### src/adcc_defines.svh
// register offsets, field positions, reset values and timing counts of the converter control block
// assumes a 32-bit AXI4-Lite bus with word-aligned registers
`ifndef ADCC_DEFINES_SVH
`define ADCC_DEFINES_SVH
`define ADCC_OFS_CTL0 4'h0
`define ADCC_OFS_CTL1 4'h4
`define ADCC_OFS_RESL 4'h8
`define ADCC_OFS_RESH 4'hC
`define ADCC_CTL0_RST 8'h00
`define ADCC_CTL1_RST 8'h00
`define ADCC_RES_RST 12'h000
`define ADCC_B_START 7
`define ADCC_B_BUSY 6
`define ADCC_B_EN 5
`define ADCC_B_ALIGN 4
`define ADCC_CH_HI 3
`define ADCC_SRC_HI 7
`define ADCC_SRC_LO 5
`define ADCC_DIV_HI 2
`define ADCC_CONV_TICKS 16
`define ADCC_RESP_OKAY 2'b00
`define ADCC_RESP_DECERR 2'b11
`endif

### src/adcc_pkg.sv
// types shared by the converter control block
// assumes nothing beyond the defines header
package adcc_pkg;
  typedef enum logic [1:0] {
    ADCC_IDLE = 2'b01,
    ADCC_CONV = 2'b10
  } adcc_state_e;
  typedef enum logic [2:0] {
    ADCC_SRC_EXT = 3'h0,
    ADCC_SRC_BG = 3'h1,
    ADCC_SRC_R2 = 3'h2,
    ADCC_SRC_R3 = 3'h3,
    ADCC_SRC_R4 = 3'h4
  } adcc_src_e;
endpackage : adcc_pkg

### src/adcc_ctrl.sv
// control, sequencing and result registers of a 12-bit SAR converter, AXI4-Lite slave
// assumes the analog core holds adc_data settled on aclk when a conversion ends
//
// Contract
// (RQ1) each conversion yields a 12-bit unsigned result from an external pin or bandgap
// (RQ2) result is spread over read-only high and low byte registers
// (RQ3) align bit 0 gives left-justified bytes, 1 gives right-justified bytes
// (RQ4) result register bits carrying no result bit read as zero
// (RQ5) with the converter disabled the result registers keep their contents
// (RQ6) source 000 routes the external channel named by channel codes 0 to 7
// (RQ7) external source with channel codes 8 to 15 connects no pin
// (RQ8) source 001 routes the internal bandgap reference to the converter
// (RQ9) sources 010, 011, 100 route nothing internal; converter input tied to ground
// (RQ10) sources 101 to 111 behave like source 000
// (RQ11) software sets channel code 8 to 15 whenever an internal source is chosen
// (RQ12) conversion starts when the start bit is written high then low
// (RQ13) busy flag at bit 6 sets on start and clears on completion
// (RQ14) channel field in low four bits of control 0, source in top three of control 1
// (RQ15) a pin used as converter input loses digital function and pull-up
// (RQ16) enable bit 5 powers the converter; low switches it off
// (RQ17) clock field selects system clock divided by 1 to 128
// (RQ18) completion raises the converter interrupt request
// (RQ19) fixed parameterised conversion length; results load as busy clears
// (RQ20) a start sequence during a conversion is ignored
//
// Our own choices: the register addresses and the AXI4-Lite interface to the registers.
`timescale 1ns/1ps
`default_nettype none
`include "adcc_defines.svh"
module adcc_ctrl #(
  parameter int CONV_TICKS = `ADCC_CONV_TICKS
) (
  input wire logic aclk, // system clock, 125 MHz
  input wire logic aresetn, // synchronous reset, active low
  input wire logic [3:0] s_axi_awaddr, // write address
  input wire logic s_axi_awvalid, // write address valid
  output logic s_axi_awready, // write address ready
  input wire logic [31:0] s_axi_wdata, // write data
  input wire logic [3:0] s_axi_wstrb, // write byte strobes
  input wire logic s_axi_wvalid, // write data valid
  output logic s_axi_wready, // write data ready
  output logic [1:0] s_axi_bresp, // write response
  output logic s_axi_bvalid, // write response valid
  input wire logic s_axi_bready, // write response ready
  input wire logic [3:0] s_axi_araddr, // read address
  input wire logic s_axi_arvalid, // read address valid
  output logic s_axi_arready, // read address ready
  output logic [31:0] s_axi_rdata, // read data
  output logic [1:0] s_axi_rresp, // read response
  output logic s_axi_rvalid, // read data valid
  input wire logic s_axi_rready, // read data ready
  input wire logic [11:0] adc_data, // converter core result
  output logic adc_power_en, // converter core power
  output logic adc_clk_en, // conversion clock enable pulse
  output logic adc_converting, // core is sampling and converting
  output logic [2:0] adc_ext_chan, // external channel index
  output logic adc_ext_connect, // external channel switch closed
  output logic adc_bandgap_sel, // bandgap reference on converter input
  output logic adc_ground_sel, // converter input grounded
  output logic [7:0] pin_analog_mode, // pin digital function and pull-up off
  output logic conv_done_irq // one-cycle completion interrupt request
);

  ////////////////////////////////////////////////////////////////////////////
  // state
  logic [7:0] ctl0, next_ctl0;
  logic [7:0] ctl1, next_ctl1;
  logic [11:0] res_data, next_res_data;
  logic start_armed, next_start_armed;
  adcc_pkg::adcc_state_e state, next_state;
  logic [6:0] div_cnt, next_div_cnt;
  logic [15:0] tick_cnt, next_tick_cnt;
  logic done, next_done;
  logic aw_got, next_aw_got;
  logic w_got, next_w_got;
  logic [3:0] aw_addr, next_aw_addr;
  logic [7:0] w_byte, next_w_byte;
  logic w_strb0, next_w_strb0;
  logic bvalid, next_bvalid;
  logic [1:0] bresp, next_bresp;
  logic rvalid, next_rvalid;
  logic [31:0] rdata, next_rdata;
  logic [1:0] rresp, next_rresp;
  logic wr_fire, start_pulse, tick, last_tick;
  logic [6:0] div_mask;
  logic [7:0] res_low, res_high;
  logic [2:0] src;
  logic ext_src;

  ////////////////////////////////////////////////////////////////////////////
  // source routing and result formatting
  assign src = ctl1[`ADCC_SRC_HI:`ADCC_SRC_LO]; // [RQ14]
  // 000 and 101..111 are the external selections
  assign ext_src = (src == adcc_pkg::ADCC_SRC_EXT) || (src > adcc_pkg::ADCC_SRC_R4); // [RQ10]
  assign adc_ext_chan = ctl0[2:0]; // [RQ6]
  // code 1xxx names no pin, so every switch stays open
  assign adc_ext_connect = ext_src && !ctl0[`ADCC_CH_HI]; // [RQ6] [RQ7]
  assign adc_bandgap_sel = (src == adcc_pkg::ADCC_SRC_BG); // [RQ8]
  assign adc_ground_sel = !ext_src && (src != adcc_pkg::ADCC_SRC_BG); // [RQ9]
  assign adc_power_en = ctl0[`ADCC_B_EN]; // [RQ16]
  assign adc_converting = (state == adcc_pkg::ADCC_CONV);
  assign conv_done_irq = done; // [RQ18]

  genvar gi;
  generate
    for (gi = 0; gi < 8; gi++)
    begin : g_pin
      // selected pin keeps its analog role even while the core is off
      assign pin_analog_mode[gi] = adc_ext_connect && (ctl0[2:0] == 3'(gi)); // [RQ15]
    end
  endgenerate

  // unused positions are forced low for either alignment
  assign res_high = ctl0[`ADCC_B_ALIGN] ? {4'h0, res_data[11:8]} : res_data[11:4]; // [RQ3] [RQ4]
  assign res_low = ctl0[`ADCC_B_ALIGN] ? res_data[7:0] : {res_data[3:0], 4'h0}; // [RQ3] [RQ4]

  ////////////////////////////////////////////////////////////////////////////
  // conversion clock divider and sequencer
  assign div_mask = 7'((8'h01 << ctl1[`ADCC_DIV_HI:0]) - 8'h01); // [RQ17]
  assign tick = ((div_cnt & div_mask) == div_mask); // [RQ17]
  assign adc_clk_en = tick && adc_converting;
  assign last_tick = tick && (tick_cnt == 16'(CONV_TICKS - 1)); // [RQ19]
  assign wr_fire = aw_got && w_got && !bvalid;
  // falling write of the start bit after a rising one
  assign start_pulse = wr_fire && w_strb0 && (aw_addr == `ADCC_OFS_CTL0) && start_armed
    && !w_byte[`ADCC_B_START]; // [RQ12]

  always_comb
  begin
    next_state = state;
    next_div_cnt = div_cnt + 7'h01;
    next_tick_cnt = tick_cnt;
    next_done = 1'b0;
    next_res_data = res_data;
    case (state)
      adcc_pkg::ADCC_IDLE:
      begin
        // a start with the converter off is dropped
        if (start_pulse && ctl0[`ADCC_B_EN])
        begin
          next_state = adcc_pkg::ADCC_CONV; // [RQ13]
          next_div_cnt = 7'h00;
          next_tick_cnt = 16'h0000;
        end
      end
      adcc_pkg::ADCC_CONV:
      begin
        // start_pulse is not looked at here, so a restart cannot cut a conversion
        if (!ctl0[`ADCC_B_EN])
        begin
          next_state = adcc_pkg::ADCC_IDLE; // [RQ5] [RQ20]
        end
        else if (last_tick)
        begin
          next_state = adcc_pkg::ADCC_IDLE; // [RQ13]
          next_res_data = adc_data; // [RQ1] [RQ19]
          next_done = 1'b1; // [RQ18]
        end
        else if (tick)
        begin
          next_tick_cnt = tick_cnt + 16'h0001;
        end
      end
      default:
      begin
        next_state = adcc_pkg::ADCC_IDLE;
      end
    endcase
  end

  always_ff @(posedge aclk)
  begin
    if (!aresetn)
    begin
      state <= adcc_pkg::ADCC_IDLE;
      div_cnt <= 7'h00;
      tick_cnt <= 16'h0000;
      done <= 1'b0;
      res_data <= `ADCC_RES_RST;
    end
    else
    begin
      state <= next_state;
      div_cnt <= next_div_cnt;
      tick_cnt <= next_tick_cnt;
      done <= next_done;
      res_data <= next_res_data;
    end
  end

  ////////////////////////////////////////////////////////////////////////////
  // AXI4-Lite slave and control registers
  assign s_axi_awready = !aw_got && !bvalid;
  assign s_axi_wready = !w_got && !bvalid;
  assign s_axi_bvalid = bvalid;
  assign s_axi_bresp = bresp;
  assign s_axi_arready = !rvalid;
  assign s_axi_rvalid = rvalid;
  assign s_axi_rdata = rdata;
  assign s_axi_rresp = rresp;

  always_comb
  begin
    next_aw_got = aw_got;
    next_w_got = w_got;
    next_aw_addr = aw_addr;
    next_w_byte = w_byte;
    next_w_strb0 = w_strb0;
    next_bvalid = bvalid;
    next_bresp = bresp;
    next_rvalid = rvalid;
    next_rdata = rdata;
    next_rresp = rresp;
    next_ctl0 = ctl0;
    next_ctl1 = ctl1;
    next_start_armed = start_armed;
    if (s_axi_awvalid && s_axi_awready)
    begin
      next_aw_got = 1'b1;
      next_aw_addr = {s_axi_awaddr[3:2], 2'b00};
    end
    if (s_axi_wvalid && s_axi_wready)
    begin
      next_w_got = 1'b1;
      next_w_byte = s_axi_wdata[7:0];
      next_w_strb0 = s_axi_wstrb[0];
    end
    if (wr_fire)
    begin
      next_aw_got = 1'b0;
      next_w_got = 1'b0;
      next_bvalid = 1'b1;
      next_bresp = `ADCC_RESP_OKAY;
      case (aw_addr)
        `ADCC_OFS_CTL0:
        begin
          if (w_strb0)
          begin
            // busy bit is not stored here; it reads from the sequencer
            next_ctl0 = w_byte & ~(8'h01 << `ADCC_B_BUSY); // [RQ14]
            next_start_armed = w_byte[`ADCC_B_START]; // [RQ12]
          end
        end
        `ADCC_OFS_CTL1:
        begin
          if (w_strb0)
          begin
            next_ctl1 = w_byte;
          end
        end
        `ADCC_OFS_RESL, `ADCC_OFS_RESH:
        begin
          next_bresp = `ADCC_RESP_OKAY; // [RQ2]
        end
        default:
        begin
          next_bresp = `ADCC_RESP_DECERR;
        end
      endcase
    end
    else if (bvalid && s_axi_bready)
    begin
      next_bvalid = 1'b0;
    end
    if (s_axi_arvalid && !rvalid)
    begin
      next_rvalid = 1'b1;
      next_rresp = `ADCC_RESP_OKAY;
      case ({s_axi_araddr[3:2], 2'b00})
        `ADCC_OFS_CTL0: next_rdata = {24'h000000, ctl0[7], adc_converting, ctl0[5:0]}; // [RQ13]
        `ADCC_OFS_CTL1: next_rdata = {24'h000000, ctl1};
        `ADCC_OFS_RESL: next_rdata = {24'h000000, res_low}; // [RQ2]
        `ADCC_OFS_RESH: next_rdata = {24'h000000, res_high}; // [RQ2]
        default:
        begin
          next_rdata = 32'h00000000;
          next_rresp = `ADCC_RESP_DECERR;
        end
      endcase
    end
    else if (rvalid && s_axi_rready)
    begin
      next_rvalid = 1'b0;
    end
  end

  always_ff @(posedge aclk)
  begin
    if (!aresetn)
    begin
      aw_got <= 1'b0;
      w_got <= 1'b0;
      aw_addr <= 4'h0;
      w_byte <= 8'h00;
      w_strb0 <= 1'b0;
      bvalid <= 1'b0;
      bresp <= 2'b00;
      rvalid <= 1'b0;
      rdata <= 32'h00000000;
      rresp <= 2'b00;
      ctl0 <= `ADCC_CTL0_RST;
      ctl1 <= `ADCC_CTL1_RST;
      start_armed <= 1'b0;
    end
    else
    begin
      aw_got <= next_aw_got;
      w_got <= next_w_got;
      aw_addr <= next_aw_addr;
      w_byte <= next_w_byte;
      w_strb0 <= next_w_strb0;
      bvalid <= next_bvalid;
      bresp <= next_bresp;
      rvalid <= next_rvalid;
      rdata <= next_rdata;
      rresp <= next_rresp;
      ctl0 <= next_ctl0;
      ctl1 <= next_ctl1;
      start_armed <= next_start_armed;
    end
  end
endmodule : adcc_ctrl
`default_nettype wire

### config.mk
export PLATFORM = sky130hd
export DESIGN_NAME = adcc_ctrl
export DESIGN_NICKNAME = d
export VERILOG_FILES = /design/src/adcc_pkg.sv /design/src/adcc_ctrl.sv
export VERILOG_INCLUDE_DIRS = /design/src /design/src/src
export SDC_FILE = /design/constraint.sdc
export NUM_CORES = 1
export LEC_CHECK = 0
export ABC_AREA = 1
export BUFFER_PORTS_ARGS = -buffer_cell sky130_fd_sc_hd__buf_4
export CAP_MARGIN = 20
export CORE_MARGIN = 3
export CORE_UTILIZATION = 45
export DETAILED_ROUTE_END_ITERATION = 7
export PLACE_DENSITY_LB_ADDON = 0.08
export SKIP_LAST_GASP = 1
export SYNTH_ARGS = -nofsm -noshare
export SYNTH_HDL_FRONTEND = slang
export SYNTH_SLANG_ARGS = --single-unit
### constraint.sdc
create_clock -name aclk -period 2.5 [get_ports aclk]
set_input_delay 0.25 -clock aclk [delete_from_list [all_inputs] [get_ports aclk]]
set_output_delay 0.25 -clock aclk [all_outputs]
set_load 0.03 [all_outputs]
Yosys cells after proc, flatten, opt, wreduce, memory -nomap -nowiden
Cells that the tools add are included.

Shift operators: 1. $lt $le $gt $ge: 1. Add/sub/neg operators: 3. Bitwise operators: 2. Equality and inequality tests: 24. Muxes and demuxes: 20. Reduce and logical (&&, ||, !) cells: 49.

Operators by type and width (number): $pmux 32 s4 (1); $mux 16 (4); $pmux 16 s2 (1); $logic_and 1x1->1 (26); $add 16x1->16 const B (1); $eq 16x4->1 const B (1); $mux 8 (2); $mux 7 (2); $eq 3x3->1 const B (4); $reduce_and 3->1 (4); $eq 2x2->1 const B (5); $mux 2 (4); $add 7x1->7 const B (1); $and 7x7->7 (1); $eq 7x7->1 (1); $logic_not 1->1 (7); $shl 1x3->7 const A (1); $sub 7x1->7 const B (1); $eq 2x1->1 const B (3); $eq 3x1->1 const B (2); $eq 3x2->1 const B (2); $logic_not 3->1 (2); $reduce_bool 2->1 (3); $mux 1 (5); 14 further kinds (16).

Bits in registers: 103. Logic and storage cells: 117. Output and inout bits: 59.

Longest topological paths before layout
Gate-level depths: netlist of run 1.

Word-level depth: 9. Mapped depth: 15. Gate-level depth less buffers: 13.

Worst setup path after synthesis of run 1
OpenSTA, ideal clock, no wires.

Path kind: register to output. Start: reg state[1]. End: out adc_clk_en. Arrival: 1.971 ns. Buffers on the path: 1. Cell stages (with the launch flop): 6. Slack: 0.279 ns. Cell sequence: dfxtp_1 > inv_1 > nor2_1 > inv_1 > clkbuf_1 > nor3_1.

Word-level cells in the longest chain between the ends: 2.

Ends and longest elaborated chain: start: declaration (RTL line adcc_ctrl.sv:70) `adcc_pkg::adcc_state_e state, next_state;`; start signal: assignment (RTL line adcc_ctrl.sv:175) `state <= adcc_pkg::ADCC_IDLE;`; start signal: assignment (RTL line adcc_ctrl.sv:183) `state <= next_state;`; $eq 2x2->1 (RTL line adcc_ctrl.sv:101) `assign adc_converting = (state == adcc_pkg::ADCC_CONV);`; named net adc_converting (RTL line adcc_ctrl.sv:55) `output logic adc_converting,`; $logic_and 1x1->1 (RTL line adcc_ctrl.sv:121) `assign adc_clk_en = tick && adc_converting;`; end: declaration (RTL line adcc_ctrl.sv:54) `output logic adc_clk_en,`.

The timed path passes the listed nets, and every way through them passes these cells.

Worst setup path in the final report of run 1
Start: reg ctl1[2]. End: out adc_clk_en.

Word-level cells in the longest chain between the ends: 5.

Ends and longest elaborated chain: start: declaration (RTL line adcc_ctrl.sv:67) `logic [7:0] ctl1, next_ctl1;`; start signal: assignment (RTL line adcc_ctrl.sv:302) `` ctl1 <= `ADCC_CTL1_RST; ``; start signal: assignment (RTL line adcc_ctrl.sv:318) `ctl1 <= next_ctl1;`; $shl 1x3->7 (*) (RTL line adcc_ctrl.sv:119) `` assign div_mask = 7'((8'h01 << ctl1[`ADCC_DIV_HI:0]) - 8'h01); ``; $sub 7x1->7 (*) (RTL line adcc_ctrl.sv:119); $and 7x7->7 (RTL line adcc_ctrl.sv:120) `assign tick = ((div_cnt & div_mask) == div_mask);`; $eq 7x7->1 (*) (RTL line adcc_ctrl.sv:120); $logic_and 1x1->1 (*) (RTL line adcc_ctrl.sv:121).

Every way passes the cells marked *; elsewhere a longest branch is shown, timed or not.

==> results.txt, run 1 <==
For the aggregate global-route resource usage, the log shows 0.208. For this run, the number of Yosys warnings is 0. The library cell used as clock root buffer was sky130_fd_sc_hd__clkbuf_8. The die covers 10,300 um^2. The insertion delay of the later-clocked pin in the worst-skew pair was 0.35 ns. The run gives 0 as the number of max-slew violations in the final report. The fraction of the mapped netlist area in compound gates was 0.137; the placed wire-length estimate was 7.37 mm. The post-cts resize count was 0; the number of buffers created by CTS was 9. The logs give 122 for the number of top-level pins and 3,498 for the number of global-route vias before repair. The detailed-route wire length per cell was 13.2 um; the footprint of the flip-flops and latches was 1540 um^2.

Power spread over the standard cell area amounts to 549 nW/um^2. The mean number of vias per cell is 4.94, and the number of buffers between clock root and the deepest sink is 2. TritonCTS built the clock tree. Routability-driven placement finished with a final weighted congestion of 0.896. The critical path required time is 2.25 ns. The top routing layer in use was met4. The count of nets left with antenna violations once routing finished came out at 0. The horizontal die dimension was 102 um. The layout overhead on the synthesized area is 15.7%, and the final antenna diode count is 0. For the arrival time of data at the critical path endpoint, the log shows 2.03 ns.

The run gives 0.374 as the proportion of synthesized chip area in sequential cells. The top cell types in the final layout, fill and taps aside, are 108 x sky130_fd_sc_hd__nand2_1, 107 x sky130_fd_sc_hd__nor2_1, 75 x sky130_fd_sc_hd__dfxtp_1, 68 x sky130_fd_sc_hd__buf_4, 53 x sky130_fd_sc_hd__inv_1. Summed over all nets, wire length on met3 after detailed routing comes to 448 um. The total standard cell area after synthesis was 4120 um^2. The post-synthesis share of cell area spent on and, or, nand and nor gates came out at 0.307. Most common cell after layout, fill and taps aside: sky130_fd_sc_hd__nand2_1.

The maximum ir drop on the vdd rail is 311 uV. The average instance in the mapped netlist occupies 6.88 um^2. In the final timing run, aggregate negative setup slack is 0 ns.

Max-cap violations in this run came to 0. The routed layout has 3,786 vias. The vertical die dimension works out to 102 um. The combinational family with the most area after synthesis was simple AND/OR/NAND/NOR gates. The area share of fa/ha/maj cells after synthesis was 0.00910.

The final number of setup-violating endpoints is 0. The setup path with the least slack is of type flip-flop to output pin. Mux cell area share after synthesis: 0. The synthesized netlist contains 37 unique library cells. The cell row count is 34, and the largest clock skew in the final design is 0.0139 ns. In the final design database the tool counted 720 nets. Detailed routing placed a total of 4.80 mm of wire on met2.

The post-synthesis share of cell area spent on xor and xnor gates came out at 0.0319. For the final-layout worst hold slack, the log shows 0.113 ns. The worst setup path is captured at an output pin. The global-route wire length before repair is 16.9 mm, and the count of input and output buffers is 64. The flow ran to the end, and the final reports show no timing, DRC or antenna violations.

The DRC violation total after the first TritonRoute iteration was 175; the clock-pin transition on the worst setup and hold timing paths was 0.09 ns. In the final layout, the multi-input gates occupy 2100 um^2. The relative max-transition margin is 0.635, and the final routed wirelength across all metal layers is 10.1 mm. Worst min-delay path class: input pin to flip-flop. Of all nets on the critical path, the largest fanout is 8. The logs give 0 for the count of unresolved DRC violations after routing and 599 for the post-synthesis instance total. At the pin with the least slew margin, the transition time is 0.547 ns. The ratio of cells with drive above 1 in the final layout is 0.172, and the time the final worst path needs with I/O delays and setup is 2.28 ns. For this block, wires on met1 add up to 4.69 mm. Summed over all layers, the global routing overflow is 0.

Counting every sink on the clock net gives 77. The total iterations of the first detailed-routing run was 5. The CTS H-tree depth is 3, and the filler cell count in the final layout is 874. The post-route clock period utilization is 0.914, and the maximum number of pins on one net before global-route repair is 39. The initial antenna violation count is 0, and the register bit count reported by yosys is 77. The run gives 438 MHz as the highest clock frequency the design can meet.

For the final-report hold violation count, the log shows 0. Post-CTS setup buffer count: 0. Setup repair after global routing left no endpoint under its margin. For this design, the CTS-stage hold fixing added 0 buffers.

The run gives 0.468 as the initial core utilization. Standby leakage power: 1.99 nW. Core box area: 8810 um^2. The worst setup path is launched from a flip-flop.
## per-layer routing
metal,GRT usage,vias to the layer above
met5,0,-
met4,0.0665,0
met3,0.0475,12
met2,0.344,93
met1,0.269,1694
li1,-,1987
## state kept, by name, indices dropped and copies added, names as in the netlist
signal,cells
res_data,12
s_axi_rdata,8
s_axi_rvalid,1
conv_done_irq,1
start_armed,1
state,2
aw_addr,2
div_cnt,7
w_strb0,1
s_axi_bresp,1
w_byte,8
s_axi_bvalid,1
tick_cnt,16
w_got,1
ctl0,6
aw_got,1
ctl1,8
## power breakdown
| part | switching [mW] | internal [mW] |
|---|---|---|
| combinational | 0.190 | 0.0902 |
| clock | 0.469 | 0.588 |
| sequential | 0.0240 | 1.26 |
## Yosys cell counts
cell	count	area [um^2]
sky130_fd_sc_hd__a31oi_1	2	12.5
sky130_fd_sc_hd__nor3_1	5	25.0
sky130_fd_sc_hd__conb_1	1	3.75
sky130_fd_sc_hd__xnor2_1	3	26.3
sky130_fd_sc_hd__nand2_1	108	405
sky130_fd_sc_hd__and2_1	1	6.26
sky130_fd_sc_hd__o21a_1	1	7.51
sky130_fd_sc_hd__buf_6	4	45.0
sky130_fd_sc_hd__nor3b_1	2	15.0
sky130_fd_sc_hd__nand4_1	11	68.8
sky130_fd_sc_hd__o22ai_1	1	6.26
sky130_fd_sc_hd__buf_4	33	248
sky130_fd_sc_hd__nor2_4	2	22.5
sky130_fd_sc_hd__nand2_4	1	11.3
sky130_fd_sc_hd__nand3b_1	2	15.0
sky130_fd_sc_hd__a21oi_2	6	52.6
sky130_fd_sc_hd__inv_2	4	15.0
sky130_fd_sc_hd__nor2_1	107	402
sky130_fd_sc_hd__nand3_1	36	180
sky130_fd_sc_hd__nand2_2	6	37.5
sky130_fd_sc_hd__clkinv_1	4	15.0
sky130_fd_sc_hd__inv_1	53	199
sky130_fd_sc_hd__clkbuf_1	13	48.8
sky130_fd_sc_hd__o211ai_1	3	22.5
sky130_fd_sc_hd__inv_4	1	6.26
sky130_fd_sc_hd__nand4_2	1	12.5
sky130_fd_sc_hd__nor4_1	1	6.26
sky130_fd_sc_hd__nand3_4	1	17.5
sky130_fd_sc_hd__o21ai_0	39	195
sky130_fd_sc_hd__xor2_1	12	105
sky130_fd_sc_hd__dfxtp_1	77	1540
sky130_fd_sc_hd__nor2_2	2	12.5
sky130_fd_sc_hd__ha_1	3	37.5
sky130_fd_sc_hd__nand3_2	1	10.0
sky130_fd_sc_hd__nor3_2	2	20.0
sky130_fd_sc_hd__o2111ai_1	5	43.8
sky130_fd_sc_hd__a21oi_1	45	225
## worst paths after layout
path | end | depth (start not counted) | from | slack (ns)
hold / removal | res_data[0]$_SDFFE_PN0P_ | 3 | adc_data[0] | 0.11
setup reg to reg | res_data[9]$_SDFFE_PN0P_ | 12 | ctl1[2]$_SDFFE_PN0P_ | 0.44
hold reg to reg | s_axi_bresp[0]$_SDFFE_PN0P_ | 2 | s_axi_bresp[0]$_SDFFE_PN0P_ | 0.45
setup / recovery | adc_clk_en | 10 | ctl1[2]$_SDFFE_PN0P_ | 0.22
## logic make-up (layout without fill, tap and decap cells)
family,count (synthesis),after routing
simple gates,289,289
buf+inv,112,146
compound gates,102,102
flops,77,77
xor+xnor,15,15
fa+ha+maj,3,3
other cells,1,26
## layout make-up
type                            count  area share
Sequential cell                    77       0.323
Inverter                           62      0.0493
Clock inverter                      5      0.0176
Multi-Input combinational cell    435       0.440
Tap cell                          108      0.0283
Timing Repair Buffer               69       0.113
Clock buffer                       10      0.0288
## worst max-delay path, cell delays in order (launching register included)
cell	delay (ns)
sky130_fd_sc_hd__dfxtp_2	0.44
sky130_fd_sc_hd__inv_4	0.08
sky130_fd_sc_hd__nand3_1	0.10
sky130_fd_sc_hd__ha_1	0.26
sky130_fd_sc_hd__nand4_1	0.12
sky130_fd_sc_hd__nand2_1	0.07
sky130_fd_sc_hd__inv_1	0.05
sky130_fd_sc_hd__nand2_1	0.07
sky130_fd_sc_hd__nand2_2	0.07
sky130_fd_sc_hd__nor3_1	0.22
sky130_fd_sc_hd__buf_4	0.22
## per-stage QoR
| stage | cells | total power [mW] | area (um^2) | util | setup WS (ns) |
|---|---|---|---|---|---|
| after global placement | 750 | 1.58 | 4520 | 0.513 | 0.333 |
| after CTS | 765 | 2.64 | 4740 | 0.539 | 0.0670 |
| after floorplan | 624 | 1.52 | 4220 | - | 0.279 |
| final | 766 | 2.62 | 4770 | 0.542 | 0.216 |
| after global routing | 766 | 2.73 | 4770 | 0.542 | 0.0151 |
| after detailed placement | 750 | 1.59 | 4520 | 0.513 | 0.266 |
Note: power is estimated with default switching activity, not from simulation.
==> inputs of run 2 (changes only) <==
ABC_CLOCK_PERIOD_IN_PS = 2500   (was default)
CELL_PAD_IN_SITES_DETAIL_PLACEMENT = 1   (was default)
CELL_PAD_IN_SITES_GLOBAL_PLACEMENT = 2   (was default)
CORE_UTILIZATION = 28   (was 45)
HOLD_SLACK_MARGIN = 0.15   (was default)
==> run 2 against run 1 <==
Against the previous run:
- fmax grew 3.3%
- utilization shrank 19 points
- worst hold slack gained 0.058 ns
- largest cell class unchanged
==> results.txt, run 2 (synthesized netlist as in run 1, its figures left out) <==
The depth of the worst register-to-register path works out to 14. Wires add up to 12.1 mm. In the final layout, flip-flops and latches occupy 1540 um^2. The final-report hold violation count is 0. The flow ran to the end, and the final reports show no timing, DRC or antenna violations. Critical register-to-register path startpoint: ctl1[1]$_SDFFE_PN0P_. The area growth from synthesis to layout is 22.2%.

The total area inside the core boundary comes to 14,100 um^2. The logs give 0 for the count of unresolved DRC violations after routing and 0 for the number of max-slew violations in the final report. The worst min-delay path class is input pin to flip-flop. The register with the most flip-flops in the layout has 16 of them. The tools report the remaining number of nets flagged by the antenna check after routing as 0.

TritonCTS built the clock tree. The aggregate global-route resource usage was 0.154; the number of top-level pins was 122. The tools report the arrival time of data at the critical path endpoint as 1.96 ns. For the final routed database, the setup TNS stands at 0 ns. The final antenna diode count was 0. Subtracting the final worst setup slack from the clock period gives 2.21 ns. Leaving out fill and tap cells, the most frequent cells in the layout are 108 x sky130_fd_sc_hd__nand2_1, 107 x sky130_fd_sc_hd__nor2_1, 75 x sky130_fd_sc_hd__dfxtp_1, 71 x sky130_fd_sc_hd__buf_4, 53 x sky130_fd_sc_hd__inv_1.

The count of input and output buffers is 64, and the power density over the cells is 597 nW/um^2. Final number of setup-violating endpoints: 0. The number of nets in the finished design was 729. The run gives 0 as the initial antenna violation count. Transition time at the pin with the least slew margin: 0.582 ns. The tools report the worst-case hold path end point as w_byte[4]$_SDFFE_PN0P_. More flip-flops sit in one register than any other, and that register is tick_cnt.

Post-CTS timing repair inserted 0 buffers for setup. Post-route clock period utilization: 0.885. Entering global routing, the biggest net connects 39 pins. Once placement completed, the tool counted placed cells totaling 825. The ratio of cells with drive above 1 in the final layout came out at 0.174. The largest registers in the layout are tick_cnt x16, res_data x12.

The tools report the initial core utilization as 0.291. The worst hold path begins at s_axi_wdata[4]. No sink is reached through more buffers than the 2 on the longest clock path. In this run, the number of DRC markers left after iteration 0 of detailed routing was 149.

For the insertion delay of the later-clocked pin in the worst-skew pair, the log shows 0.34 ns. The first global-routing pass estimated 20.0 mm of wire. The worst hold path passes through 3 cells.

The horizontal die dimension was 127 um; the last weighted congestion value of the routability-driven placer was 0.797. STA classifies the critical path startpoint as a flip-flop. The global route total overflow was 0; the number of clock sinks seen by CTS was 77. Number of vias in the routed layout: 3,892.

The worst setup path is captured at an output pin. Filler cell count in the final layout: 1,816. At the worst endpoint, the required time is 2.25 ns. Setup repair after global routing left no endpoint under its margin.

The detailed-route wire length per cell was 14.3 um; the clock-pin transition on the worst setup and hold timing paths was 0.06 ns. The count of max-cap constraint violations is 0. The critical path in this run is classified as flip-flop to output pin.

The tools report the multi-input logic area as 2100 um^2. The standby leakage power was 2.08 nW. For the number of global-route vias before repair, the log shows 3,990.

The logs give 9 for the number of buffers created by CTS and 282 uV for the maximum ir drop on the vdd rail. The run gives 9.09 mm as the placed wire-length estimate. The critical path starts at ctl1[1]$_SDFFE_PN0P_.

After the flow finishes, the layout carries non-filler instances totaling 848. The floorplan has 43 rows. Timing would allow up to 452 MHz. The largest clock skew in the final design came out at 0.00399 ns.

The setup slack of the most critical reg-to-reg path is 0.46 ns. The worst register-to-register path ends at res_data[8]$_SDFFE_PN0P_. From bottom edge to top edge, the die measures 127 um. CTS built an H-tree with a depth of 3. The pre-antenna-repair detailed-routing pass consisted of 4 iterations.

Of all nets on the critical path, the largest fanout is 8. Dividing the detail-routed via count by the number of cells gives 4.59. The die covers 16,200 um^2. Leaving out fill and tap cells, the most frequent cell in the layout is sky130_fd_sc_hd__nand2_1. Relative max-transition margin: 0.611. The tree is rooted in a sky130_fd_sc_hd__clkbuf_16.
==> run 2: cell types whose count changed in the layout (fill, tap and decap cells not counted) <==
cell / change
sky130_fd_sc_hd__clkbuf_16: +9
sky130_fd_sc_hd__buf_4: +3
sky130_fd_sc_hd__inv_6: -1
sky130_fd_sc_hd__nor3_1: -1
sky130_fd_sc_hd__dlygate4sd3_1: +7
sky130_fd_sc_hd__clkbuf_8: -8
sky130_fd_sc_hd__nor3_2: +1
sky130_fd_sc_hd__clkinv_2: +2
sky130_fd_sc_hd__buf_16: -1
sky130_fd_sc_hd__clkinvlp_4: -2
sky130_fd_sc_hd__clkbuf_1: +1
==> run 2: layout make-up <==
type,instances,area share
clock buffers,12,0.0509
clock inverters,4,0.0139
inverters,62,0.0467
multi-input cells,435,0.418
flip-flops and latches,77,0.306
well taps,180,0.0447
repair buffers,78,0.120
==> run 2: timing repair <==
item	4_1_cts	5_1_grt
gates resized for setup	0	3
hold endpoints to repair	7	0
hold buffers	7	0
endpoints found under the setup margin	0	2
==> run 2: routing by layer <==
layer / global-route usage / part of all wire / vias up
li1: - / - / 2003
met1: 0.192 / 0.46 / 1795
met2: 0.262 / 0.48 / 79
met3: 0.0406 / 0.045 / 15
met4: 0.0423 / 0.015 / 0
met5: 0 / 0 / -
==> run 2: worst max-delay path by stage <==
| stage | slack (ns) | cells after the start | to |
|---|---|---|---|
| finish | 0.29 | 8 | adc_clk_en |
| global route | 0.06 | 10 | adc_clk_en |
| CTS | 0.005 | 8 | adc_clk_en |
| detailed placement | 0.29 | 14 | res_data[8]$_SDFFE_PN0P_ |
| global placement | 0.36 | 13 | res_data[9]$_SDFFE_PN0P_ |
| floorplan | 0.28 | 5 | adc_clk_en |
==> run 2: critical path: stages (launching register included) <==
cell	delay [ns]
sky130_fd_sc_hd__dfxtp_2	0.43
sky130_fd_sc_hd__inv_2	0.10
sky130_fd_sc_hd__nand3_1	0.08
sky130_fd_sc_hd__ha_1	0.27
sky130_fd_sc_hd__nand4_1	0.13
sky130_fd_sc_hd__nand3_1	0.11
sky130_fd_sc_hd__nand2_2	0.10
sky130_fd_sc_hd__nor3_2	0.20
sky130_fd_sc_hd__buf_4	0.19
==> run 2: report_power, final <==
group          total, mW  internal [mW]  switching [mW]  leakage [nW]
sequential          1.29           1.26          0.0264         0.626
combinational      0.281         0.0917           0.189          1.29
clock               1.44          0.926           0.514         0.163
total               3.01           2.28           0.730          2.08
==> run 2: per-stage QoR <==
step	worst slack [ns]	instance area (um^2)	hold WS (ns)	power, mW	utilization
CTS	0.00502	5030	0.159	3.06	0.356
global route	0.0637	5040	0.184	3.14	0.356
detailed placement	0.292	4630	0.451	1.59	0.328
finish	0.288	5040	0.171	3.01	0.356
floorplan	0.279	4220	0.385	1.52	-
global placement	0.356	4630	0.438	1.58	0.328
